## config.mk

```make
export PLATFORM = sky130hd
export DESIGN_NAME = sciss_top
export DESIGN_NICKNAME = d
export VERILOG_FILES = /design/src/verilog/sciss_pkg.sv /design/src/verilog/sciss_top.sv
export SDC_FILE = /design/constraint.sdc
export NUM_CORES = 1
export LEC_CHECK = 0
export BUFFER_PORTS_ARGS = -buffer_cell sky130_fd_sc_hd__buf_2
export CORE_AREA = 2 2 118 91
export CTS_CLUSTER_DIAMETER = 30
export DETAILED_ROUTE_END_ITERATION = 16
export DIE_AREA = 0 0 120 93
export GPL_TIMING_DRIVEN = 0
export PLACE_DENSITY = 0.76
export REMOVE_ABC_BUFFERS = 1
export SLEW_MARGIN = 20
export SYNTH_ARGS = -nofsm -noshare
export SYNTH_HDL_FRONTEND = slang
export SYNTH_SLANG_ARGS = --single-unit
```

## constraint.sdc

```tcl
create_clock -name i_ref_clk -period 3.98 [get_ports i_ref_clk]
set_input_delay 0.199 -clock i_ref_clk [delete_from_list [all_inputs] [get_ports i_ref_clk]]
set_output_delay 0.199 -clock i_ref_clk [all_outputs]
set_load 0.03 [all_outputs]
```

## src/verilog/sciss_pkg.sv

```systemverilog
package sciss_pkg;
    // Register indices on the plain register port
    localparam logic [2:0] A_CTRL1 = 3'h0;
    localparam logic [2:0] A_BAUD = 3'h1;
    localparam logic [2:0] A_STAT1 = 3'h2;
    localparam logic [2:0] A_MASK = 3'h3;
    localparam logic [2:0] A_STAT2 = 3'h4;
    localparam logic [2:0] A_CTRL3 = 3'h5;
    localparam logic [2:0] A_DATA = 3'h6;
    // Control one bit positions
    localparam int C1_NINE = 0;
    localparam int C1_LOOP = 1;
    localparam int C1_RECEIVER_SOURCE_SELECT = 2;
    localparam int C1_RXEN = 3;
    localparam int C1_TXEN = 4;
    // Status one event positions
    localparam int S1_RXFULL = 0;
    localparam int S1_FERR = 1;
    localparam int S1_BRK = 2;
    localparam int S1_TXDONE = 3;
    // Status two positions
    localparam int S2_BREAK_LENGTH_EXTEND = 1;
    localparam int S2_RAF = 0;
    // Reset values
    localparam logic [7:0] RST_CTRL1 = 8'h00;
    localparam logic [7:0] RST_BAUD = 8'h57;
    localparam logic [7:0] RST_ZERO = 8'h00;
    localparam logic [10:0] TX_IDLE_WORD = 11'h7ff;
    // Break threshold, last data bit indices and frame lengths in bit times
    localparam logic [3:0] BRK_BASE = 4'ha;
    localparam logic [3:0] LAST_BIT8 = 4'h7;
    localparam logic [3:0] LAST_BIT9 = 4'h8;
    localparam logic [3:0] FRAME8 = 4'ha;
    localparam logic [3:0] FRAME9 = 4'hb;

    typedef struct packed {
        logic rx_ninth_bit;
        logic tx_ninth_bit;
        logic single_wire_tx_direction;
        logic rx_polarity_invert;
        logic [3:0] unused;
    } sciss_ctl3_s;

    typedef enum logic [2:0] {RX_IDLE, RX_START, RX_DATA, RX_STOP, RX_HOLD} sciss_rx_e;
    typedef enum logic {TX_IDLE, TX_SHIFT} sciss_tx_e;
endpackage : sciss_pkg

```

## src/verilog/sciss_top.sv

```systemverilog
`timescale 1ns/1ns
// Notes on behaviour
// - Break after 10/11 bits, extend adds one
// - Extend bit blocks framing and full flags
// - Active flag: valid start sets, idle clears
// - Polarity invert flips the whole receive line
// - Ninth bit above byte; data read clears full flag, not ninth bit
// - Data write sends stored ninth bit too
// - Single wire: direction bit sets pin direction
module sciss_top
    import sciss_pkg::*;
(
    // Clock and reset
    input wire logic i_ref_clk,
    input wire logic i_sys_rst,
    // Register port
    input wire logic [2:0] i_addr,
    input wire logic [7:0] i_wr_data,
    input wire logic i_wr_en,
    input wire logic i_rd_en,
    output logic [7:0] o_rd_data,
    output logic o_irq,
    // Serial line
    input wire logic i_rxd,
    input wire logic i_txd_pin,
    output logic o_txd,
    output logic o_txd_oe
);
    logic [7:0] ctrl1_r, baud_r, stat1_r, mask_r, rx_data_r, rd_data_r;
    logic [7:0] ctrl1_nxt, baud_nxt, stat1_nxt, mask_nxt, rx_data_nxt, rd_data_nxt;
    logic break_length_extend_r, break_length_extend_nxt, irq_r, irq_nxt, txd_oe_r, txd_oe_nxt, raf_r, raf_nxt;
    sciss_ctl3_s ctl3_r, ctl3_nxt;
    sciss_tx_e tx_st_r, tx_st_nxt;
    logic [10:0] tx_sh_r, tx_sh_nxt;
    sciss_rx_e rx_st_r, rx_st_nxt;
    logic [7:0] tx_cnt_r, tx_cnt_nxt, rx_cnt_r, rx_cnt_nxt, low_cnt_r, low_cnt_nxt, bit_last;
    logic [3:0] tx_bit_r, tx_bit_nxt, rx_bit_r, rx_bit_nxt, low_bits_r, low_bits_nxt, brk_thr;
    logic [8:0] rx_sh_r, rx_sh_nxt, rx_word;
    logic rx_in, nine, single, rx_load, fe_ev, brk_ev, data_wr, brk_seen_r, brk_seen_nxt;
    assign nine = ctrl1_r[C1_NINE];
    assign single = ctrl1_r[C1_LOOP] & ctrl1_r[C1_RECEIVER_SOURCE_SELECT];
    assign bit_last = baud_r - 8'h01;
    assign brk_thr = BRK_BASE + {3'b000, nine} + {3'b000, break_length_extend_r};
    assign data_wr = i_wr_en && i_addr == A_DATA;
    // Receive source; inversion covers start, data, stop, break and idle
    assign rx_in = (ctrl1_r[C1_LOOP] && !ctrl1_r[C1_RECEIVER_SOURCE_SELECT] ? tx_sh_r[0]
        : single ? i_txd_pin : i_rxd) ^ ctl3_r.rx_polarity_invert;
    // Receiver next state
    always_comb
    begin
        rx_st_nxt = rx_st_r;
        rx_cnt_nxt = rx_cnt_r;
        rx_bit_nxt = rx_bit_r;
        rx_sh_nxt = rx_sh_r;
        raf_nxt = raf_r;
        low_cnt_nxt = low_cnt_r;
        low_bits_nxt = low_bits_r;
        brk_seen_nxt = brk_seen_r;
        rx_load = 1'b0;
        fe_ev = 1'b0;
        brk_ev = 1'b0;
        rx_word = nine ? rx_sh_r : {1'b0, rx_sh_r[8:1]};
        unique case (rx_st_r)
            RX_IDLE:
                if (ctrl1_r[C1_RXEN] && !rx_in)
                begin
                    rx_st_nxt = RX_START;
                    rx_cnt_nxt = {1'b0, baud_r[7:1]};
                end
            RX_START:
            begin
                if (rx_cnt_r != 8'h00)
                    rx_cnt_nxt = rx_cnt_r - 8'h01;
                else if (!rx_in)
                begin
                    rx_st_nxt = RX_DATA;
                    rx_cnt_nxt = bit_last;
                    rx_bit_nxt = 4'h0;
                    raf_nxt = 1'b1;
                end
                else
                    rx_st_nxt = RX_IDLE;
            end
            RX_DATA:
            begin
                if (rx_cnt_r != 8'h00)
                    rx_cnt_nxt = rx_cnt_r - 8'h01;
                else
                begin
                    rx_sh_nxt = {rx_in, rx_sh_r[8:1]};
                    rx_cnt_nxt = bit_last;
                    rx_bit_nxt = rx_bit_r + 4'h1;
                    if (rx_bit_r == (nine ? LAST_BIT9 : LAST_BIT8))
                        rx_st_nxt = RX_STOP;
                end
            end
            RX_STOP:
            begin
                if (rx_cnt_r != 8'h00)
                    rx_cnt_nxt = rx_cnt_r - 8'h01;
                else if (rx_in)
                begin
                    rx_load = !break_length_extend_r;
                    rx_st_nxt = RX_IDLE;
                end
                else
                begin
                    fe_ev = !break_length_extend_r;
                    rx_st_nxt = RX_HOLD;
                end
            end
            RX_HOLD:
                if (rx_in)
                    rx_st_nxt = RX_IDLE;
        endcase
        if (rx_st_r == RX_IDLE && rx_in)
            raf_nxt = 1'b0;
        // Low run counted apart from framing so breaks show in any state
        if (rx_in || !ctrl1_r[C1_RXEN])
        begin
            low_cnt_nxt = 8'h00;
            low_bits_nxt = 4'h0;
            brk_seen_nxt = 1'b0;
        end
        else if (!brk_seen_r)
        begin
            if (low_cnt_r == bit_last)
            begin
                low_cnt_nxt = 8'h00;
                low_bits_nxt = low_bits_r + 4'h1;
                if (low_bits_r + 4'h1 == brk_thr)
                begin
                    brk_ev = 1'b1;
                    brk_seen_nxt = 1'b1;
                end
            end
            else
                low_cnt_nxt = low_cnt_r + 8'h01;
        end
    end
    always_ff @(posedge i_ref_clk)
    begin
        if (i_sys_rst)
        begin
            rx_st_r <= RX_IDLE;
            rx_cnt_r <= RST_ZERO;
            rx_bit_r <= 4'h0;
            rx_sh_r <= 9'h000;
            raf_r <= 1'b0;
            low_cnt_r <= RST_ZERO;
            low_bits_r <= 4'h0;
            brk_seen_r <= 1'b0;
        end
        else
        begin
            rx_st_r <= rx_st_nxt;
            rx_cnt_r <= rx_cnt_nxt;
            rx_bit_r <= rx_bit_nxt;
            rx_sh_r <= rx_sh_nxt;
            raf_r <= raf_nxt;
            low_cnt_r <= low_cnt_nxt;
            low_bits_r <= low_bits_nxt;
            brk_seen_r <= brk_seen_nxt;
        end
    end
    // Registers, transmitter and read port
    always_comb
    begin
        logic [7:0] ev, clr;
        ev = 8'h00;
        clr = 8'h00;
        ctrl1_nxt = ctrl1_r;
        baud_nxt = baud_r;
        mask_nxt = mask_r;
        break_length_extend_nxt = break_length_extend_r;
        ctl3_nxt = ctl3_r;
        rx_data_nxt = rx_data_r;
        tx_st_nxt = tx_st_r;
        tx_cnt_nxt = tx_cnt_r;
        tx_bit_nxt = tx_bit_r;
        tx_sh_nxt = tx_sh_r;
        rd_data_nxt = RST_ZERO;
        if (i_wr_en)
        begin
            unique case (i_addr)
                A_CTRL1: ctrl1_nxt = i_wr_data;
                A_BAUD: baud_nxt = i_wr_data;
                A_STAT1: clr = i_wr_data;
                A_MASK: mask_nxt = i_wr_data;
                A_STAT2: break_length_extend_nxt = i_wr_data[S2_BREAK_LENGTH_EXTEND];
                A_CTRL3:
                begin
                    // Ninth receive bit keeps its value on writes
                    ctl3_nxt.tx_ninth_bit = i_wr_data[6];
                    ctl3_nxt.single_wire_tx_direction = i_wr_data[5];
                    ctl3_nxt.rx_polarity_invert = i_wr_data[4];
                end
                default: ;
            endcase
        end
        if (i_rd_en)
        begin
            unique case (i_addr)
                A_CTRL1: rd_data_nxt = ctrl1_r;
                A_BAUD: rd_data_nxt = baud_r;
                A_STAT1: rd_data_nxt = stat1_r;
                A_MASK: rd_data_nxt = mask_r;
                A_STAT2: rd_data_nxt = {6'h00, break_length_extend_r, raf_r};
                A_CTRL3: rd_data_nxt = {ctl3_r[7:4], 4'h0};
                A_DATA:
                begin
                    rd_data_nxt = rx_data_r;
                    clr[S1_RXFULL] = 1'b1;
                end
                default: rd_data_nxt = RST_ZERO;
            endcase
        end
        if (rx_load)
        begin
            rx_data_nxt = rx_word[7:0];
            ctl3_nxt.rx_ninth_bit = nine & rx_word[8];
            ev[S1_RXFULL] = 1'b1;
        end
        ev[S1_FERR] = fe_ev;
        ev[S1_BRK] = brk_ev;
        unique case (tx_st_r)
            TX_IDLE:
            begin
                // A write while busy is dropped; software waits for done
                if (data_wr && ctrl1_r[C1_TXEN])
                begin
                    tx_sh_nxt = nine ? {1'b1, ctl3_r.tx_ninth_bit, i_wr_data, 1'b0}
                                     : {2'b11, i_wr_data, 1'b0};
                    tx_st_nxt = TX_SHIFT;
                    tx_cnt_nxt = bit_last;
                    tx_bit_nxt = 4'h0;
                end
            end
            TX_SHIFT:
            begin
                if (tx_cnt_r != 8'h00)
                    tx_cnt_nxt = tx_cnt_r - 8'h01;
                else
                begin
                    tx_sh_nxt = {1'b1, tx_sh_r[10:1]};
                    tx_cnt_nxt = bit_last;
                    tx_bit_nxt = tx_bit_r + 4'h1;
                    if (tx_bit_r + 4'h1 == (nine ? FRAME9 : FRAME8))
                    begin
                        tx_st_nxt = TX_IDLE;
                        ev[S1_TXDONE] = 1'b1;
                    end
                end
            end
        endcase
        stat1_nxt = (stat1_r & ~clr) | ev;
        irq_nxt = |(stat1_nxt & mask_nxt);
        txd_oe_nxt = single ? ctl3_nxt.single_wire_tx_direction : 1'b1;
    end
    always_ff @(posedge i_ref_clk)
    begin
        if (i_sys_rst)
        begin
            ctrl1_r <= RST_CTRL1;
            baud_r <= RST_BAUD;
            stat1_r <= RST_ZERO;
            mask_r <= RST_ZERO;
            break_length_extend_r <= 1'b0;
            ctl3_r <= RST_ZERO;
            rx_data_r <= RST_ZERO;
            rd_data_r <= RST_ZERO;
            irq_r <= 1'b0;
            txd_oe_r <= 1'b1;
            tx_st_r <= TX_IDLE;
            tx_cnt_r <= RST_ZERO;
            tx_bit_r <= 4'h0;
            tx_sh_r <= TX_IDLE_WORD;
        end
        else
        begin
            ctrl1_r <= ctrl1_nxt;
            baud_r <= baud_nxt;
            stat1_r <= stat1_nxt;
            mask_r <= mask_nxt;
            break_length_extend_r <= break_length_extend_nxt;
            ctl3_r <= ctl3_nxt;
            rx_data_r <= rx_data_nxt;
            rd_data_r <= rd_data_nxt;
            irq_r <= irq_nxt;
            txd_oe_r <= txd_oe_nxt;
            tx_st_r <= tx_st_nxt;
            tx_cnt_r <= tx_cnt_nxt;
            tx_bit_r <= tx_bit_nxt;
            tx_sh_r <= tx_sh_nxt;
        end
    end
    assign o_rd_data = rd_data_r;
    assign o_irq = irq_r;
    assign o_txd = tx_sh_r[0];
    assign o_txd_oe = txd_oe_r;
endmodule : sciss_top

```

# Word level (Yosys, flattened, before mapping)
# Index checks and enable logic that the tools add are counted.
[op_classes]
addsub = 9
mul = 0
div_mod_pow = 0
n_lt_le_gt_ge = 0
n_eq_ne = 25
shift = 0
mux = 63
n_bitwise = 13
reduce_logical = 32
[ops]
columns = ["cell", "count"]
rows = [
  ["two-way mux 8 bit", 12],
  ["one-hot mux 8 bit (7 select lines)", 1],
  ["one-hot mux 8 bit (4 select lines)", 1],
  ["two-way mux 4 bit", 6],
  ["subtractor 8 x 1 -> 8 bit (second input constant)", 3],
  ["two-way mux 1 bit", 23],
  ["two-way mux 11 bit", 2],
  ["one-hot mux 11 bit (2 select lines)", 1],
  ["two-way mux 3 bit", 7],
  ["!= test 2 bit (second input constant)", 10],
  ["AND 8 bit", 2],
  ["one-hot mux 4 bit (2 select lines)", 2],
  ["one-hot mux 8 bit (2 select lines)", 1],
  ["nonzero test 8 bit", 2],
  ["one-hot mux 3 bit (5 select lines)", 1],
  ["AND reduction 2 bit", 7],
  ["adder 4 x 1 -> 4 bit (second input constant)", 3],
  ["equality test 3 x 2 -> 1 bit (second input constant)", 4],
  ["equality test 3 bit (second input constant)", 4],
  ["equality test 4 bit", 3],
  ["two-way mux 10 bit", 1],
  ["two-way mux 9 bit", 1],
  ["adder 8 x 1 -> 8 bit (second input constant)", 1],
  ["equality test 8 bit", 1],
  ["other kinds (22)", 43],
]
[word_totals]
regBits = 117
latch_bits = 0
ram_bits = 0
mem_bits_ro = 0
in_bits = 17
output_inout_bits = 11
word_cells = 167
mem_count = 0

# Longest topological paths before layout
# Gate-level depths: netlist of the first run.
[depth]
depth_word = 11
depth_mapped = 9
mapped_depth_nobuf = 8

# Least setup slack after synthesis of the first run
# No wires, ideal clock.
[synth_path]
path_type = "reg2reg"
startpoint = "register rx_cnt_r[3]"
endpoint = "register rx_bit_r[3]"
setup_time_ns = 0.086
t_arrival_ns = 2.028
required_ns = 3.894
slack_ns = 1.866
stages_incl_launch_ff = 7
path_buffers = 0
synth_period_minus_slack_ns = 2.114
cell_sequence = "dfxtp_1 > or4_4 > nor3_4 > nand2b_1 > or3_1 > or3_1 > a221oi_2"
[synth_between]
elab_chain_len = 3
[synth_rtl]
columns = ["element", "line_no", "text"]
rows = [
  ["from (decl)", "sciss_top.sv:36", "logic [7:0] tx_cnt_r, tx_cnt_nxt, rx_cnt_r, rx_cnt_nxt, low_cnt_r, low_cnt_nxt, bit_last;"],
  ["from (signal assigned)", "sciss_top.sv:157", "rx_cnt_r <= rx_cnt_nxt;"],
  ["nonzero test 8 bit *", "sciss_top.sv:72, sciss_top.sv:86", ""],
  ["!= test 2 bit (no source line)", "-", ""],
  ["AND reduction 4 bit (no source line) *", "-", ""],
  ["to (signal assigned)", "sciss_top.sv:158", "rx_bit_r <= rx_bit_nxt;"],
  ["to (decl)", "sciss_top.sv:37", "logic [3:0] tx_bit_r, tx_bit_nxt, rx_bit_r, rx_bit_nxt, low_bits_r, low_bits_nxt, brk_thr;"],
]
# Every way passes the cells marked *; elsewhere a longest branch is shown, timed or not.
# A chain may end at the register's enable or synchronous reset.

# Worst setup path in the final report of the first run
[layout_path]
startpoint = "register baud_r[0]"
endpoint = "register irq_r, in the netlist o_irq"
[layout_between]
elab_chain_len = 8
[layout_rtl]
columns = ["element", "line_no", "text"]
rows = [
  ["from (decl)", "sciss_top.sv:29", "logic [7:0] ctrl1_r, baud_r, stat1_r, mask_r, rx_data_r, rd_data_r;"],
  ["from (signal assigned)", "sciss_top.sv:282", "baud_r <= baud_nxt;"],
  ["subtractor 8 x 1 -> 8 bit", "sciss_top.sv:42", "assign bit_last = baud_r - 8'h01;"],
  ["equality test 8 bit", "sciss_top.sv:127", "if (low_cnt_r == bit_last)"],
  ["two-way mux 1 bit", "sciss_top.sv:127", ""],
  ["two-way mux 1 bit", "sciss_top.sv:125", "else if (!brk_seen_r)"],
  ["two-way mux 1 bit", "sciss_top.sv:119", "if (rx_in || !ctrl1_r[C1_RXEN])"],
  ["OR 8 x 4 -> 8 bit", "sciss_top.sv:256", "stat1_nxt = (stat1_r & ~clr) | ev;"],
  ["AND 8 bit", "sciss_top.sv:257", "irq_nxt = |(stat1_nxt & mask_nxt);"],
  ["OR reduction 8 bit", "sciss_top.sv:257", ""],
  ["to (signal assigned)", "sciss_top.sv:289", "irq_r <= irq_nxt;"],
  ["to (decl)", "sciss_top.sv:31", "logic break_length_extend_r, break_length_extend_nxt, irq_r, irq_nxt, txd_oe_r, txd_oe_nxt, raf_r, raf_nxt;"],
]
# Every way passes these cells.

==> results.sh, run 1 <==
export IMPL_synth_edff_count=0
export IMPL_core_area_um2=10000
export IMPL_fin_setup_tns_ps=0
export IMPL_syn_to_final_growth_pct=13.6
export IMPL_p_comb_share_pct=6.3
export IMPL_drv_cap=0
export IMPL_relSlewSlack_pct=25.5
export IMPL_dr_pass1_iters=7
export IMPL_ys_types=63
export IMPL_ys_seq_area_share_pct=39.5
export IMPL_swShare_pct=22.8
export IMPL_vias=5255
export IMPL_boundaryPins=28
export IMPL_gp_congestion=0.837
export IMPL_synth_seq_cells=116
export IMPL_fmax_mhz=333
export IMPL_grt_pass1_wl_mm=25.4
export IMPL_dp_cells=818
export IMPL_cts_htree_levels=4
export IMPL_p_per_area_nw_per_um2=462
export IMPL_clk_pin_slew_ps=50
export IMPL_path_class="reg -> reg"
export IMPL_irDropWorstVdd_mv=0.438
export IMPL_ys_flop_type="dfxtp_1"
export IMPL_clk_insertion_delay_late_ps=410
export IMPL_grt_pass1_vias=5081
export IMPL_dp_hpwl_mm=10.2
export IMPL_grt_total_usage_pct=28.9
export IMPL_hold_violations=0
export IMPL_yosys_warnings=0
export IMPL_antenna_left=0
export IMPL_avgSynthCellArea_um2=8.39
export IMPL_power_frac_clock_pct=54.9
export IMPL_r2r_setup_slack_ps=980
export IMPL_hold_buffers=0
export IMPL_drt_iter0_markers=563
export IMPL_overflow=0
export IMPL_worst_ep_required_time_ps=4250
export IMPL_cts_tree="yes"
export IMPL_crit_end="o_irq$_SDFF_PP0_"
export IMPL_wl_per_cell_um=18.1
export IMPL_via_per_inst=6.18
export IMPL_root_buffer="clkbuf_16"
export IMPL_port_buffers=27
export IMPL_clkSinkCount=116
export IMPL_syn_instance_count=700
export IMPL_die_area_um2=11200
export IMPL_num_rows=32
export IMPL_final_cell_mix="nand2_1 (116), dfxtp_1 (116), a21oi_1 (60), nor2_1 (58), o21ai_0 (29)"
export IMPL_skew_ps=7.38
export IMPL_tightest_slew_ps=1110
export IMPL_cts_buffer_depth=2
export IMPL_p_leak_nw=2.51
export IMPL_power_switching_mw=0.703
export IMPL_post_cts_buffers=0
export IMPL_reg2regPathDepth=8
export IMPL_drive_gt1_share_pct=12.3
export IMPL_drc=0
export IMPL_min_period_ps=3000
export IMPL_ctsResizeCount=0
export IMPL_reg2reg_to="o_irq$_SDFF_PP0_"
export IMPL_antennaDiodeCount=0
export IMPL_layout_nets=727
export IMPL_startpoint="baud_r[0]$_SDFFE_PP1P_"
export IMPL_reg2reg_from="baud_r[0]$_SDFFE_PP1P_"
export IMPL_min_period_over_period_pct=75.5
export IMPL_p_seq_share_pct=38.7
export IMPL_status="completed"
export IMPL_crit_arrival_ps=3280
export IMPL_min_delay_path_class="in -> reg"
export IMPL_rsz0062_at_grt="false"
export IMPL_cts_made_buffers=17
export IMPL_synth_area_um2=5880
export IMPL_start_util_pct=58.5
export IMPL_die_h_um=93
export IMPL_worstSetupEndpointType="flop"
export IMPL_postSynth_asyncResetShare_pct=0
export IMPL_p_int_mw=2.38
export IMPL_setup_viol=0
export IMPL_grt_max_degree=69
export IMPL_hold_depth=3
export IMPL_die_w_um=120
export IMPL_cp_max_fo=13
export IMPL_wl_mm=15.4
export IMPL_slew_viol_final=0
export IMPL_antenna_found_initial=0
export IMPL_final_cells=850
export IMPL_start_kind="flop"
worst min path at each step:
stage | start | to
6_report | i_wr_data[7] | ctrl1_r[7]$_SDFFE_PP0P_
3_3_place_gp | rx_sh_r[0]$_SDFFE_PP0P_ | rx_sh_r[0]$_SDFFE_PP0P_
4_1_cts | i_wr_data[7] | ctrl1_r[7]$_SDFFE_PP0P_
2_1_floorplan | i_sys_rst | rx_bit_r[3]$_SDFFE_PP0P_
5_1_grt | i_wr_data[7] | ctrl1_r[7]$_SDFFE_PP0P_
3_5_place_dp | rx_data_r[3]$_SDFFE_PP0P_ | rx_data_r[3]$_SDFFE_PP0P_
layout make-up:
type	instances	area [um^2]
sequential	116	2320
inverter	13	48.8
timing repair buffer	28	143
fill	817	3370
clock inverter	12	200
tap	136	170
multi-input combinational	525	3330
clock buffer	20	457
cells by family (layout without fill, tap and decap cells):
family / count (synthesis) / in the layout / synth area share [%]
and+or+nand+nor: 284 / 284 / 22.8
AOI/OAI and AO/OA: 163 / 163 / 17.9
DFF: 116 / 116 / 39.5
buffers and inverters: 59 / 73 / 3.94
muxes: 42 / 42 / 8.94
xor gates and xnor gates: 27 / 27 / 4.98
adders and majority gates: 9 / 9 / 1.92
critical path, stage by stage, from the launching register on:
cell and delay [ps]:
dfxtp_1 440, inv_1 170, ha_1 270, xnor2_1 410
xnor2_1 130, and4b_1 250, nand4_1 390, nand2b_1 350
o32ai_1 440
metal layers:
| metal | vias to the layer above | global-route usage [%] | share of wire, % |
|---|---|---|---|
| li1 | 2512 | - | - |
| met1 | 2487 | 38.7 | 44 |
| met2 | 223 | 46.4 | 46 |
| met3 | 33 | 6.40 | 7.5 |
| met4 | 0 | 10.3 | 2.1 |
| met5 | - | 0 | 0 |
state kept, by name (all words and copies together) (netlist names):
name	count
o_txd_oe	1
o_rd_data	8
raf_r	1
mask_r	8
tx_cnt_r	8
rx_sh_r	9
rx_data_r	8
break_length_extend_r	1
tx_sh_r	10
rx_st_r	3
rx_cnt_r	8
brk_seen_r	1
rx_bit_r	4
ctl3_r	4
stat1_r	8
low_bits_r	4
baud_r	8
tx_st_r	1
tx_bit_r	4
ctrl1_r	8
low_cnt_r	8
o_irq	1
power groups by stage:
| stage | clock [mW] | combinational, mW | sequential [mW] |
|---|---|---|---|
| after global routing | 1.76 | 0.212 | 1.20 |
| after floorplan | 0 | 0.112 | 1.22 |
| after CTS | 1.70 | 0.191 | 1.19 |
| final | 1.70 | 0.196 | 1.20 |
| after global placement | 0 | 0.181 | 1.22 |
| after detailed placement | 0 | 0.188 | 1.22 |
cells in the mapped netlist (9+ instances only):
cell type  instances  area share, %
clkbuf_1          37            2.4
nand3_1           19            1.6
ha_1               9            1.9
and2_1            10            1.1
xnor2_1           15            2.2
mux2i_1           21            3.6
nor3_1            19            1.6
a211oi_1          10            1.3
nand2_1          116            7.4
dfxtp_1          116             40
inv_1             13           0.83
a21oi_1           60            5.1
o21ai_0           29            2.5
nor4_1             9           0.96
nor2_1            58            3.7
mux2_2            14            2.7
o211ai_1          13            1.7
metrics by stage:
step / util [%] / setup slack, ps / cell area, um^2 / hold WS, ps / total power, mW
5_1_grt: 66.4 / 809 / 6680 / 68.4 / 3.16
3_3_place_gp: 59.7 / 631 / 6000 / 435 / 1.40
6_report: 66.4 / 976 / 6680 / 70.9 / 3.09
3_5_place_dp: 59.9 / 1030 / 6020 / 447 / 1.41
4_1_cts: 66.4 / 1030 / 6680 / 63.7 / 3.09
2_1_floorplan: - / 1250 / 5690 / 265 / 1.33
No activity file was read; power rests on OpenSTA's default activity.
==> run 2: changes to the inputs <==
Settings changed: CORE_AREA 2 2 118 91 to 2 2 123 95, DIE_AREA 0 0 120 93 to 0 0 125 97, PLACE_DENSITY 0.76 to 0.73.
Clock period 3.98 ns to 2.7 ns, I/O delays scaled along.
==> run 2 against run 1 <==
Sequential share of layout area fell by 0.085 points; sequential cell count unchanged; clock-buffer cell count unchanged; final cell count grew 1.2%; global-route usage is 3.2 points lower; die area rose by 8.6%; first-iteration DRC count down 8.5%; worst setup slack got worse by 820 ps; largest power group unchanged; highest routed layer unchanged.
==> results.sh, run 2 (synthesis results as in run 1) <==
export IMPL_overflow=0
export IMPL_vias=5290
export IMPL_met1_usage_pct=34.5
export IMPL_die_area_um2=12100
export IMPL_clk_insertion_delay_late_ps=410
export IMPL_p_leak_nw=2.52
export IMPL_cts_buffer_depth=2
export IMPL_p_per_area_nw_per_um2=662
export IMPL_critical_path_cell_chain="inv_1, ha_1, nor3b_1, xnor3_1, and4b_1, nand4_1, buf_4, nand2b_1, o32ai_1"
export IMPL_irDropWorstVdd_mv=0.516
export IMPL_worstSetupEndpointType="flop"
export IMPL_use_met3_pct=6.31
export IMPL_worst_ep_required_time_ps=2970
export IMPL_final_common_cell="dfxtp_1"
export IMPL_antenna_left=0
export IMPL_largest_register_ffs=10
export IMPL_dp_hpwl_mm=10.3
export IMPL_dr_pass1_iters=6
export IMPL_antenna_found_initial=0
export IMPL_hold_violations=0
export IMPL_gp_congestion=0.873
export IMPL_skew_ps=9.49
export IMPL_setup_viol=0
export IMPL_via_per_inst=6.15
export IMPL_fmax_mhz=393
export IMPL_final_cells=860
export IMPL_grt_total_usage_pct=25.8
export IMPL_grt_pass1_wl_mm=25.2
export IMPL_drt_iter0_markers=515
export IMPL_clk_pin_slew_ps=50
export IMPL_utilization_pct=61.9
export IMPL_cts_htree_levels=4
export IMPL_rsz0062_at_grt="false"
export IMPL_drc=0
export IMPL_antennaDiodeCount=0
export IMPL_use_met2_pct=40.8
export IMPL_min_delay_path_class="in -> reg"
export IMPL_final_cell_mix="dfxtp_1 (116), nand2_1 (115), a21oi_1 (60), nor2_1 (58), o21ai_0 (29)"
export IMPL_clkSinkCount=116
export IMPL_grt_pass1_vias=5117
export IMPL_top_register="tx_sh_r"
export IMPL_min_period_ps=2540
export IMPL_core_area_um2=10800
export IMPL_crit_arrival_ps=2820
export IMPL_start_kind="flop"
export IMPL_cp_max_fo=9
export IMPL_fin_setup_tns_ps=0
export IMPL_cts_tree="yes"
export IMPL_stdcell_area_um2=6690
export IMPL_start_util_pct=54.3
export IMPL_min_period_over_period_pct=94.2
export IMPL_grt_max_degree=69
export IMPL_num_fill_cells=935
export IMPL_relSlewSlack_pct=30.7
export IMPL_dp_cells=822
export IMPL_num_rows=33
export IMPL_top_regs="tx_sh_r: 10 flops, rx_sh_r: 9 flops"
export IMPL_boundaryPins=28
export IMPL_die_w_um=125
export IMPL_drive_gt1_share_pct=13.1
export IMPL_wl_mm=15.3
export IMPL_postPlaceCellArea_um2=6020
export IMPL_port_buffers=27
export IMPL_drv_cap=0
export IMPL_root_buffer="clkbuf_16"
export IMPL_gr_max_usage_layer="met2"
export IMPL_path_class="reg -> reg"
export IMPL_slew_viol_final=0
export IMPL_die_h_um=97
export IMPL_wl_per_cell_um=17.8
export IMPL_status="completed"
export IMPL_crit_slowest_cell="o32ai_1"
export IMPL_syn_to_final_growth_pct=13.9
export IMPL_max_stage_delay_ps=430
export IMPL_hold_buffers=0
export IMPL_cts_made_buffers=17
export IMPL_tightest_slew_ps=1030
export IMPL_layout_nets=733
run 2: worst max-delay path: cells and delay by family, from the launching register on:
kind | cells | cell delay (ps)
adders and majority gates | 1 | 270
buffers and inverters | 2 | 360
and+or+nand+nor | 4 | 790
DFF | 1 | 380
xor gates and xnor gates | 1 | 180
AOI/OAI and AO/OA | 1 | 430
run 2: final timing paths:
| path | startpoint | to | slack [ps] | depth (start not counted) |
|---|---|---|---|---|
| max | baud_r[0]$_SDFFE_PP1P_ | o_irq$_SDFF_PP0_ | 160 | 9 |
| min | i_wr_data[7] | ctrl1_r[7]$_SDFFE_PP0P_ | 30 | 3 |
| max reg2reg | baud_r[0]$_SDFFE_PP1P_ | o_irq$_SDFF_PP0_ | 160 | 9 |
| min reg2reg | ctrl1_r[5]$_SDFFE_PP0P_ | ctrl1_r[5]$_SDFFE_PP0P_ | 450 | 2 |
run 2: area by class of cell:
type / instances / area [um^2] / area share, %
clock inverter: 12 / 179 / 2.67
tap: 140 / 175 / 2.62
clock buffer: 20 / 437 / 6.53
inverter: 13 / 48.8 / 0.729
sequential: 116 / 2320 / 34.7
timing repair buffer: 34 / 185 / 2.77
multi-input combinational: 525 / 3340 / 50.0
run 2: repair_timing:
item | in CTS | in global routing
pin swaps | 2 | 0
gates resized for setup | 0 | 2
setup endpoints to repair | 10 | 11
setup buffers | 5 | 0
run 2: power by group:
part / internal (mW) / total (mW) / switching [mW]
combinational: 0.112 / 0.310 / 0.198
clock: 1.55 / 2.36 / 0.810
sequential: 1.73 / 1.76 / 0.0279
run 2: stage by stage:
step | total power [mW] | worst slack (ps) | hold WS [ps]
floorplan | 1.96 | -31.0 | 201
global placement | 2.06 | -759 | 435
detailed placement | 2.07 | -221 | 444
CTS | 4.44 | 122 | 14.5
global route | 4.56 | 16.2 | 20.1
finish | 4.43 | 157 | 25.5
run 2: per-layer routing:
| metal | share of wire (%) | vias up |
|---|---|---|
| li1 | - | 2529 |
| met1 | 46 | 2557 |
| met2 | 46 | 173 |
| met3 | 6.5 | 31 |
| met4 | 1.9 | 0 |
| met5 | 0 | - |
==> run 3: changes to the inputs <==
Settings changed: CORE_AREA 2 2 123 95 to 3 3 124 96, DIE_AREA 0 0 125 97 to 0 0 127 99.
==> run 3 against run 2 <==
Wire length is 2.0% lower; worst setup slack lost 43 ps; sequential cell count unchanged; register-to-register slack lost 40 ps; hold slack better by 2.9 ps; clock power is 6% lower; global-route usage shrank 0.83 points; combinational power shrank 5%; highest routed layer unchanged.
==> results.sh, run 3 (synthesis results as in run 1) <==
export IMPL_crit_arrival_ps=2860
export IMPL_p_leak_nw=2.49
export IMPL_gp_congestion=0.858
export IMPL_slew_viol_final=0
export IMPL_layout_nets=732
export IMPL_drive_gt1_share_pct=13.6
export IMPL_syn_to_final_growth_pct=13.5
export IMPL_tightest_slew_ps=989
export IMPL_route_met3_wl_um=987
export IMPL_grt_pass1_vias=5002
export IMPL_top_register="tx_sh_r"
export IMPL_status="completed"
export IMPL_met1_length_mm=7.03
export IMPL_cp_top_family="simple AND/OR/NAND/NOR gates"
export IMPL_dr_wl_met2_mm=6.86
export IMPL_crit_slowest_cell="dfxtp_1"
export IMPL_critical_path_cell_chain="inv_1, ha_1, xnor2_2, xnor2_1, and4b_1, nand4_1, buf_4, nand2b_1, o32ai_1"
export IMPL_final_cells=859
export IMPL_worst_ep_required_time_ps=2970
export IMPL_cp_max_fo=8
export IMPL_num_rows=33
export IMPL_path_class="reg -> reg"
export IMPL_fmax_mhz=387
export IMPL_largest_register_ffs=10
export IMPL_min_delay_path_class="in -> reg"
export IMPL_dp_hpwl_mm=10.1
export IMPL_wl_per_cell_um=17.5
export IMPL_min_period_over_period_pct=95.8
export IMPL_dr_pass1_iters=5
export IMPL_boundaryPins=28
export IMPL_port_buffers=27
export IMPL_reg2regPathDepth=9
export IMPL_overflow=0
export IMPL_final_common_cell="dfxtp_1"
export IMPL_antenna_found_initial=0
export IMPL_start_util_pct=54.3
export IMPL_skew_ps=7.16
export IMPL_drv_cap=0
export IMPL_dp_cells=822
export IMPL_die_area_um2=12600
export IMPL_cts_made_buffers=17
export IMPL_dr_max_layer_used="met4"
export IMPL_drt_iter0_markers=462
export IMPL_cts_buffer_depth=2
export IMPL_via_per_inst=6.01
export IMPL_antennaDiodeCount=0
export IMPL_clkSinkCount=116
export IMPL_relSlewSlack_pct=33.6
export IMPL_grt_max_degree=69
export IMPL_final_cell_mix="dfxtp_1 (116), nand2_1 (115), a21oi_1 (60), nor2_1 (58), o21ai_0 (29)"
export IMPL_worst_hold_slack_ps=28.5
export IMPL_grt_pass1_wl_mm=25.1
export IMPL_setup_ws_ps=114
export IMPL_hold_violations=0
export IMPL_rsz0062_at_grt="false"
export IMPL_core_area_um2=10800
export IMPL_start_kind="flop"
export IMPL_max_stage_delay_ps=470
export IMPL_hold_buffers=0
export IMPL_min_period_ps=2590
export IMPL_clk_pin_slew_ps=50
export IMPL_cts_htree_levels=4
export IMPL_vias=5162
export IMPL_antenna_left=0
export IMPL_worstSetupEndpointType="flop"
export IMPL_hold_depth=3
export IMPL_detailedPlace_worstSlack_ps=-220
export IMPL_setup_viol=0
export IMPL_drc=0
export IMPL_top_regs="tx_sh_r: 10 flops, rx_sh_r: 9 flops"
export IMPL_p_per_area_nw_per_um2=643
export IMPL_clk_insertion_delay_late_ps=410
export IMPL_root_buffer="clkbuf_16"
export IMPL_die_h_um=99
export IMPL_grt_total_usage_pct=24.9
export IMPL_crit_buf_inv=2
export IMPL_wl_mm=15.0
export IMPL_cp_num_cells=9
export IMPL_die_w_um=127
export IMPL_irDropWorstVdd_mv=0.462
export IMPL_cts_tree="yes"
run 3: cell types whose count changed in the layout (fill, tap and decap cells not counted), moves of 2 or more:
cell and change:
clkbuf_1 -3, clkinvlp_4 +3, bufinv_16 -2, clkinv_4 +2
run 3: area by class of cell:
| type | instances | area (um^2) |
|---|---|---|
| clock buffer | 18 | 439 |
| fill | 910 | 4150 |
| sequential | 116 | 2320 |
| multi-input combinational | 525 | 3350 |
| inverter | 13 | 48.8 |
| timing repair buffer | 33 | 180 |
| clock inverter | 14 | 154 |
| tap | 140 | 175 |
run 3: worst paths after layout:
path                            from                 endpoint  slack [ps]
max           baud_r[0]$_SDFFE_PP1P_         o_irq$_SDFF_PP0_         110
min                     i_wr_data[3]  ctrl1_r[3]$_SDFFE_PP0P_          30
max reg2reg   baud_r[0]$_SDFFE_PP1P_         o_irq$_SDFF_PP0_         110
min reg2reg  ctrl1_r[7]$_SDFFE_PP0P_  ctrl1_r[7]$_SDFFE_PP0P_         460
run 3: power by group:
group	switching [mW]	internal, mW
combinational	0.194	0.102
clock	0.845	1.39
sequential	0.0275	1.73
total	1.07	3.22
run 3: metrics by stage:
stage	setup TNS [ps]	instance area, um^2	power (mW)	utilization (%)
after floorplan	-31.0	5690	1.96	-
after global placement	-10440	6000	2.06	55.5
after detailed placement	-2470	6020	2.07	55.7
after CTS	0	6650	4.30	61.4
after global routing	0	6670	4.42	61.7
final	0	6670	4.29	61.7
run 3: timing repair:
| action | CTS | global route |
|---|---|---|
| pin swaps | 2 | 0 |
| setup buffers | 4 | 0 |
| resized for setup | 0 | 4 |
| setup endpoints to repair | 11 | 13 |
run 3: worst reg2reg max path, cell delays in order, from the launching register on:
cell and delay [ps]:
dfxtp_1 470, inv_1 190, ha_1 300, xnor2_2 290, xnor2_1 90, and4b_1 250
nand4_1 70, buf_4 170, nand2b_1 180, o32ai_1 420
run 3: routing by layer:
layer / GRT usage [%] / vias to the layer above
met1: 34.8 / 2439
li1: - / 2520
met5: 0 / -
met3: 5.25 / 12
met2: 39.3 / 191
met4: 6.84 / 0
